File: config.mk
export PLATFORM = sky130hd
export DESIGN_NAME = serial_ch0_ctrl
export DESIGN_NICKNAME = d
export VERILOG_FILES = /design/src/shared/serial_ch0_pkg.sv /design/src/design/level_sync.sv /design/src/design/slave_addr_compare.sv /design/src/design/serial_ch0_ctrl.sv
export SDC_FILE = /design/constraint.sdc
export NUM_CORES = 1
export LEC_CHECK = 0
export BUFFER_PORTS_ARGS = -buffer_cell sky130_fd_sc_hd__buf_2
export CAP_MARGIN = 20
export CORE_MARGIN = 2
export CORE_UTILIZATION = 45
export DETAILED_ROUTE_END_ITERATION = 8
export PLACE_DENSITY = 0.73
export RECOVER_POWER = 100
export SYNTH_ARGS = -nofsm -noshare
export SYNTH_HDL_FRONTEND = slang
export SYNTH_SLANG_ARGS = --single-unit
File: constraint.sdc
create_clock -name mclk_in -period 1.15 [get_ports mclk_in]
set_input_delay 0.115 -clock mclk_in [delete_from_list [all_inputs] [get_ports mclk_in]]
set_output_delay 0.115 -clock mclk_in [all_outputs]
set_load 0.03 [all_outputs]
File: src/shared/serial_ch0_pkg.sv
// shared constants for the serial channel 0 control and status block
package serial_ch0_pkg;
  // register addresses
  localparam logic [15:0] MODE_ADDR = 16'hFF60;
  localparam logic [15:0] SHIFT_ADDR = 16'hFF62;
  localparam logic [15:0] TIMING_ADDR = 16'hFF63;
  // reset values
  localparam logic [7:0] MODE_RESET = 8'h00;
  localparam logic [7:0] TIMING_RESET = 8'h00;
  localparam logic [7:0] SHIFT_RESET = 8'h00;
  // mode register fields
  localparam int CHANNEL_ENABLE_BIT = 7;
  localparam int WAKEUP_SELECT_BIT = 5;
  localparam int MODE_SEL_HI = 4;
  localparam int MODE_SEL_LO = 2;
  localparam logic [7:0] MODE_WRITABLE = 8'hBF;
  // interrupt timing register fields
  localparam int CLOCK_LEVEL_BIT = 6;
  localparam int CAUSE_SELECT_BIT = 5;
  localparam int ADDRESS_MASK_BIT = 4;
  localparam logic [7:0] TIMING_WRITABLE = 8'h30;
  // address compare mask when only bits 1 to 7 take part
  localparam logic [7:0] ADDR_MASK_UPPER = 8'hFE;
  localparam logic [7:0] ADDR_MASK_ALL = 8'hFF;
  // operating modes of the channel
  typedef enum logic [1:0] {
    MODE_STOP,
    MODE_THREE_WIRE,
    MODE_TWO_LINE_BUS,
    MODE_TWO_WIRE
  } op_mode_t;
endpackage

File: src/design/level_sync.sv
// two-stage synchroniser for a level from outside the clock domain
`timescale 1ns/1ns
module level_sync (
  input wire logic clk_in,    // system clock
  input wire logic rst_n_in,  // synchronised reset, active low
  input wire logic level_in,  // asynchronous level
  output logic level_out      // synchronised level
);
  typedef struct packed {
    logic first;
    logic second;
  } sync_state_t;

  sync_state_t state;
  sync_state_t next_state;

  // first stage feeds only the second stage
  always_comb begin
    next_state.first = level_in;
    next_state.second = state.first;
  end

  always_ff @(posedge clk_in or negedge rst_n_in) begin
    if (!rst_n_in) begin
      state <= '0;
    end else begin
      state <= next_state;
    end
  end

  assign level_out = state.second;
endmodule

File: src/design/slave_addr_compare.sv
// slave address comparison with optional exclusion of bit 0
`timescale 1ns/1ns
module slave_addr_compare (
  input wire logic [7:0] rx_addr_in,     // received address
  input wire logic [7:0] slave_addr_in,  // slave address register value
  input wire logic mask_bit0_in,         // 1 ignores bit 0
  output logic match_out                 // addresses agree on compared bits
);
  logic [7:0] mask;

  // choose which bits take part
  always_comb begin
    mask = mask_bit0_in ? serial_ch0_pkg::ADDR_MASK_UPPER : serial_ch0_pkg::ADDR_MASK_ALL;
    match_out = ((rx_addr_in ^ slave_addr_in) & mask) == 8'h00;
  end
endmodule

File: src/design/serial_ch0_ctrl.sv
// control and status registers of serial channel 0
//
// Notes on behaviour
// - reset clears interrupt timing register
// - bit 6 reads clock pin level only
// - channel disabled forces clock level zero
// - cause select adds bus release interrupt
// - mask select drops address bit 0
// - registers take bit and byte writes
// - four modes: stop, three-wire, bus, two-wire
// - stop mode: no transfer, no clock
// - stop mode: shift register plain storage
// - stop mode: pins become ordinary ports
// - mode bit 7 enables the channel
// - reset clears mode register, stop mode
`timescale 1ns/1ns
module serial_ch0_ctrl (
  input wire logic mclk_in,               // system clock, 25 MHz
  input wire logic rst_n_in,              // asynchronous reset, active low
  input wire logic [15:0] addr_in,        // cpu memory address
  input wire logic wr_en_in,              // write strobe
  input wire logic bit_wr_in,             // 1: single-bit write, 0: byte write
  input wire logic [2:0] bit_sel_in,      // bit number for single-bit write
  input wire logic [7:0] wdata_in,        // write data, bit value in bit 0 for bit writes
  input wire logic rd_en_in,              // read strobe
  output logic [7:0] rdata_out,           // read data, one cycle after the strobe
  input wire logic serial_clock_pin_in,   // serial clock pin level
  input wire logic transfer_done_in,      // end-of-transfer pulse from the engine
  input wire logic bus_release_in,        // bus release detected pulse
  input wire logic shift_en_in,           // engine shifts the shift register
  input wire logic serial_data_in,        // bit shifted in by the engine
  input wire logic [7:0] rx_addr_in,      // address received on the bus
  input wire logic [7:0] slave_addr_in,   // slave address register value
  output logic address_match_out,         // slave address matched
  output logic channel_interrupt_out,     // interrupt request pulse
  output logic transfer_irq_flag_out,     // sticky request flag
  output logic [1:0] op_mode_out,         // current operating mode
  output logic channel_active_out,        // channel owns its pins
  output logic port_release_out,          // pins act as ordinary ports
  output logic sck_rise_out,              // serial clock rising edge seen
  output logic sck_fall_out,              // serial clock falling edge seen
  output logic [7:0] shift_data_out       // shift register contents
);
  typedef struct packed {
    logic rst_a;
    logic rst_b;
  } rst_state_t;

  typedef struct packed {
    logic [7:0] serial_mode_reg;
    logic [7:0] interrupt_timing_reg;
    logic [7:0] serial_shift_reg;
    logic [7:0] rdata;
    logic irq_pulse;
    logic irq_flag;
    logic sck_prev;
    logic sck_rise;
    logic sck_fall;
  } ctrl_state_t;

  rst_state_t rst_state;
  rst_state_t next_rst_state;
  ctrl_state_t state;
  ctrl_state_t next_state;
  logic rst_n;
  logic sck_level;
  logic enabled;
  logic irq_event;
  logic addr_match;
  logic [1:0] mode_sel;
  logic [7:0] timing_view;
  serial_ch0_pkg::op_mode_t op_mode;

  ////////////////////////////////////////////////////////////////////////////
  // reset release through two flops; assertion stays asynchronous
  always_comb begin
    next_rst_state.rst_a = 1'b1;
    next_rst_state.rst_b = rst_state.rst_a;
  end

  always_ff @(posedge mclk_in or negedge rst_n_in) begin
    if (!rst_n_in) begin
      rst_state <= '0;
    end else begin
      rst_state <= next_rst_state;
    end
  end

  assign rst_n = rst_state.rst_b;

  ////////////////////////////////////////////////////////////////////////////
  // pin level brought into the system clock domain
  level_sync u_sck_sync (
    .clk_in(mclk_in),
    .rst_n_in(rst_n),
    .level_in(serial_clock_pin_in),
    .level_out(sck_level)
  );

  slave_addr_compare u_addr_cmp (
    .rx_addr_in(rx_addr_in),
    .slave_addr_in(slave_addr_in),
    .mask_bit0_in(state.interrupt_timing_reg[serial_ch0_pkg::ADDRESS_MASK_BIT]),
    .match_out(addr_match)
  );

  ////////////////////////////////////////////////////////////////////////////
  // mode decode: bit 4 low is three-wire, 10 bus, 11 two-wire
  assign enabled = state.serial_mode_reg[serial_ch0_pkg::CHANNEL_ENABLE_BIT];
  assign mode_sel = state.serial_mode_reg[serial_ch0_pkg::MODE_SEL_HI -: 2];

  always_comb begin
    if (!enabled) begin
      op_mode = serial_ch0_pkg::MODE_STOP;
    end else if (!mode_sel[1]) begin
      op_mode = serial_ch0_pkg::MODE_THREE_WIRE;
    end else if (!mode_sel[0]) begin
      op_mode = serial_ch0_pkg::MODE_TWO_LINE_BUS;
    end else begin
      op_mode = serial_ch0_pkg::MODE_TWO_WIRE;
    end
  end

  // interrupt cause: end of transfer, plus bus release when selected
  always_comb begin
    irq_event = enabled && (transfer_done_in ||
      (bus_release_in && state.interrupt_timing_reg[serial_ch0_pkg::CAUSE_SELECT_BIT]));
  end

  // level flag blanked as soon as the channel stops, not one cycle later
  always_comb begin
    timing_view = state.interrupt_timing_reg;
    timing_view[serial_ch0_pkg::CLOCK_LEVEL_BIT] = enabled &&
      state.interrupt_timing_reg[serial_ch0_pkg::CLOCK_LEVEL_BIT];
  end

  ////////////////////////////////////////////////////////////////////////////
  // next-state of all registers
  always_comb begin
    next_state = state;
    next_state.irq_pulse = irq_event;
    next_state.sck_prev = sck_level;
    // edges only reported while the channel runs
    next_state.sck_rise = enabled && sck_level && !state.sck_prev;
    next_state.sck_fall = enabled && !sck_level && state.sck_prev;
    // engine shifting is locked out in stop mode
    if (enabled && shift_en_in) begin
      next_state.serial_shift_reg = {state.serial_shift_reg[6:0], serial_data_in};
    end
    // cpu writes; bit writes touch one writable bit, byte writes all writable bits
    if (wr_en_in) begin
      unique case (addr_in)
        serial_ch0_pkg::MODE_ADDR: begin
          if (bit_wr_in) begin
            if (serial_ch0_pkg::MODE_WRITABLE[bit_sel_in]) begin
              next_state.serial_mode_reg[bit_sel_in] = wdata_in[0];
            end
          end else begin
            next_state.serial_mode_reg = wdata_in & serial_ch0_pkg::MODE_WRITABLE;
          end
        end
        serial_ch0_pkg::TIMING_ADDR: begin
          // clock level bit and reserved bits ignore writes
          if (bit_wr_in) begin
            if (serial_ch0_pkg::TIMING_WRITABLE[bit_sel_in]) begin
              next_state.interrupt_timing_reg[bit_sel_in] = wdata_in[0];
            end
          end else begin
            next_state.interrupt_timing_reg = wdata_in & serial_ch0_pkg::TIMING_WRITABLE;
          end
        end
        serial_ch0_pkg::SHIFT_ADDR: begin
          // cpu byte write wins over a simultaneous engine shift; a bit write lands on the shifted value
          if (bit_wr_in) begin
            next_state.serial_shift_reg[bit_sel_in] = wdata_in[0];
          end else begin
            next_state.serial_shift_reg = wdata_in;
          end
        end
        default: begin
        end
      endcase
    end
    // clock level is a live image, forced low while disabled
    next_state.interrupt_timing_reg[serial_ch0_pkg::CLOCK_LEVEL_BIT] = enabled && sck_level;
    // request flag: hardware set wins over cpu clear via timing read
    if (irq_event) begin
      next_state.irq_flag = 1'b1;
    end else if (rd_en_in && addr_in == serial_ch0_pkg::TIMING_ADDR) begin
      next_state.irq_flag = 1'b0;
    end
    // registered read data; unmapped addresses read zero
    if (rd_en_in) begin
      unique case (addr_in)
        serial_ch0_pkg::MODE_ADDR: next_state.rdata = state.serial_mode_reg;
        serial_ch0_pkg::TIMING_ADDR: next_state.rdata = timing_view;
        serial_ch0_pkg::SHIFT_ADDR: next_state.rdata = state.serial_shift_reg;
        default: next_state.rdata = 8'h00;
      endcase
    end
  end

  // reset places the channel in stop mode with cleared registers
  always_ff @(posedge mclk_in or negedge rst_n) begin
    if (!rst_n) begin
      state <= '0;
      state.serial_mode_reg <= serial_ch0_pkg::MODE_RESET;
      state.interrupt_timing_reg <= serial_ch0_pkg::TIMING_RESET;
      state.serial_shift_reg <= serial_ch0_pkg::SHIFT_RESET;
    end else begin
      state <= next_state;
    end
  end

  ////////////////////////////////////////////////////////////////////////////
  // outputs
  assign rdata_out = state.rdata;
  assign address_match_out = enabled && addr_match;
  assign channel_interrupt_out = state.irq_pulse;
  assign transfer_irq_flag_out = state.irq_flag;
  assign op_mode_out = op_mode;
  assign channel_active_out = enabled;
  assign port_release_out = !enabled;
  assign sck_rise_out = state.sck_rise;
  assign sck_fall_out = state.sck_fall;
  assign shift_data_out = state.serial_shift_reg;
endmodule

==> impl_metrics.ini <==
[yosys]
syn_area_sq_um = 2270
synth_enable_flop_cells = 0
ys_seq_elements = 41
synth_ff_type = dfrtp_1
synthArstFlopShare = 1.00
synth_cell_types = 39
syn_inst = 227
yosysSeqAreaShare = 0.452
avgSynthCellArea_sq_um = 9.99
yosysWarnings = 0
syn_nets = 280

[setup_path]
crit_chain = buf_6, nand4_1, nor3_4, buf_6
critPathMaxFanout = 7
worstRegToRegCells = 4
arrival_ns = 1.22
crit_path_start_kind = flop
required_ns = 1.03
slowest_stage = dfrtp_2
path_buf_inv = 2
crit_top_cell = buf_6
path_depth = 4
end_kind = output port
crit_family = flip-flops
worstSetupPathType = flop to output port
slowest_delay_ns = 0.37

[layout]
syn2layout_area_growth_pct = 59.2
drive_above_1_share = 0.550
fin_area_sq_um = 3610
n_fill_cell = 301
nets = 394
n_antenna_cell = 0
multi_input_area_sq_um = 1350
regArea_sq_um = 1030

[clock_network]
cts_inserted_buffers = 5
ctsRootBufferMaster = clkbuf_8
clk_latency_ns = 0.31
cts_tree = built
ctsHtreeMaxLevel = 2
cts.reportedPaths.clkPinSlew_ns = 0.08
clock-sinks = 41
cts_buffer_depth = 2

[timing]
setup_ws_ns = -0.189
finalSetupViolations = 37
tightestPinTransition_ns = 0.548
fin_skew_ns = 0.00895
whs_ns = 0.0565
slew_violations = 0
grt_setup_unrepaired = yes
fin_crit_sh = 1.16
max_freq_ghz = 0.747
final_hold_viol_count = 0
relSlewSlack = 0.631
finalCriticalPeriod_ns = 1.34

[floorplanning]
num_rows = 25
ioPinCount = 78
die_h_um = 75
start_util = 0.474
core_area_sq_um = 4790
die_area_sq_um = 5630
die_w_um = 75

[min_path]
min_path_cells = 3
hp-class = input pin to flop

[drt]
drtIter0Drc = 200
post_drt_via_cell_ratio = 5.62
drc = 0
totalWireLength_um = 7650
postRouteAntennaNets = 0
num_vias = 2300
drtPass1Iterations = 5
wl_per_cell_um = 18.7

[pwr]
p_comb_frac = 0.131
switching_share = 0.247
pwr-share-clk = 0.402
internal_power_w = 0.00234
cellPowerDensity_nw_per_um2 = 863
p_switching_w = 0.000771
finalPower_w = 0.00312
p_seq_frac = 0.468
vdd_ir_drop_max_mv = 0.680
leakagePower_nw = 1.77

[outcome]
violations = negative setup slack
status = finished with violations

[global_route]
grt_pass1_wl_um = 10100
grt_pass1_vias = 2091
grt_max_degree = 40
overflow = 0
grt_usage = 0.240
antenna_found_initial = 0

[placed_design]
finalWeightedCongestion = 0.803
place_hpwl_um = 4540
io_buffer_count = 77
place_area_sq_um = 2960

[flow_run]
maxCapViolCount = 0
power by group through the flow:
stage	Combinational (W)	Sequential [W]	Clock, W
after CTS	0.000365	0.00146	0.00122
after global placement	0.000337	0.00149	0
after global routing	0.000443	0.00146	0.00132
final	0.000407	0.00146	0.00125
after floorplan	0.000125	0.00151	0
after detailed placement	0.000345	0.00149	0
layer usage:
layer,routed length [um],global-route usage,vias up
met5,0,0,-
met4,218,0.121,0
met3,405,0.0442,21
met2,4060,0.389,92
met1,2970,0.308,1141
li1,-,-,1046
logic make-up (layout without fill, tap and decap cells):
family / Yosys count / after routing / share of synthesized area
compound gates: 61 / 61 / 0.175
xor+xnor: 8 / 8 / 0.0309
buf+inv: 39 / 154 / 0.0938
flops: 41 / 41 / 0.452
mux: 16 / 16 / 0.0756
other cells: 1 / 1 / 0.00165
simple gates: 61 / 61 / 0.170
worst min-delay path: cells and delay by family:
kind / cells / cell delay (ns)
buf+inv: 1 / 0.08
simple gates: 1 / 0.08
compound gates: 1 / 0.05
synthesized netlist by cell type, types with 2 or more instances:
master / number / area (sq um)
a21o_1: 5 / 37.5
a21oi_1: 9 / 45.0
a22oi_1: 7 / 52.6
a31oi_1: 14 / 87.6
a41oi_1: 3 / 26.3
and2_1: 5 / 31.3
and3_1: 15 / 93.8
buf_2: 5 / 25.0
buf_4: 16 / 120
clkbuf_1: 4 / 15.0
dfrtp_1: 41 / 1030
inv_1: 14 / 52.6
mux2_1: 2 / 22.5
mux2_2: 7 / 78.8
mux2i_1: 7 / 70.1
nand2_1: 8 / 30.0
nand3_1: 3 / 15.0
nand4_1: 3 / 18.8
nor2_1: 4 / 15.0
nor2b_1: 9 / 56.3
nor3_1: 3 / 15.0
nor4_1: 2 / 12.5
nor4b_1: 2 / 17.5
o21ai_0: 4 / 20.0
o22ai_1: 14 / 87.6
xnor2_1: 8 / 70.1
state kept, by name, summed over array words and instances (netlist names):
register,flops
channel_active_out,1
u_sck_sync.next_state,1
sck_rise_out,1
transfer_irq_flag_out,1
rst_n,1
channel_interrupt_out,1
shift_data_out,8
mode_sel,2
state,14
next_rst_state,1
u_sck_sync.level_out,1
sck_fall_out,1
rdata_out,8
placed cells by master (no fill, tap or decap), types with 3 or more instances in the layout:
cell	netlist	final
inv_1	14	13
nand4_1	3	3
mux2i_1	7	5
mux2_2	7	5
o22ai_1	14	11
buf_6	0	26
a21oi_1	9	8
nor3_4	1	3
a22oi_2	0	5
nand2_1	8	6
buf_2	5	62
nor2b_1	9	8
nand3_1	3	3
clkbuf_8	0	6
dfrtp_2	0	4
a31oi_4	0	6
buf_4	16	37
o21ai_0	4	3
mux2_4	0	4
a21o_1	5	5
xnor2_1	8	8
nor2_1	4	3
o22ai_2	0	3
and2_1	5	4
a31oi_1	14	8
a41oi_2	0	3
and3_1	15	14
dfrtp_1	41	37
final cells by class:
class,instances,area share
clock buffer,6,0.0229
clock inverter,2,0.0104
inverter,14,0.0156
multi-input combinational,147,0.375
sequential,41,0.286
tap,67,0.0232
timing repair buffer,132,0.268
metrics by stage:
step,setup WS (ns),instances,util,TNS [ns]
2_1_floorplan,-0.312,227,-,-5.02
3_3_place_gp,-0.393,384,0.619,-10.03
3_5_place_dp,-0.397,384,0.619,-10.57
4_1_cts,-0.178,400,0.684,-1.23
5_1_grt,-0.242,409,0.755,-4.13
6_report,-0.189,409,0.755,-2.71
path summary, 6_finish.rpt:
path,slack [ns],endpoint,from
max in group asynchronous,0.39,channel_active_out,rst_n
min in group asynchronous,0.15,rst_n,rst_n_in
min reg2reg,0.35,rdata_out[7],rst_n
min,0.06,channel_interrupt_out,transfer_done_in
max reg2reg,-0.17,shift_data_out[0],channel_active_out
max,-0.19,address_match_out,channel_active_out
repair_timing:
action                                  4_1_cts  5_1_grt
endpoints found under the setup margin       27       38
hold buffers                                  2        0
setup buffers                                 6        9
gates resized for setup                      32       53
hold endpoints to repair                      3        0
pin swaps                                    11       22
Note: power is estimated with default switching activity, not from simulation.
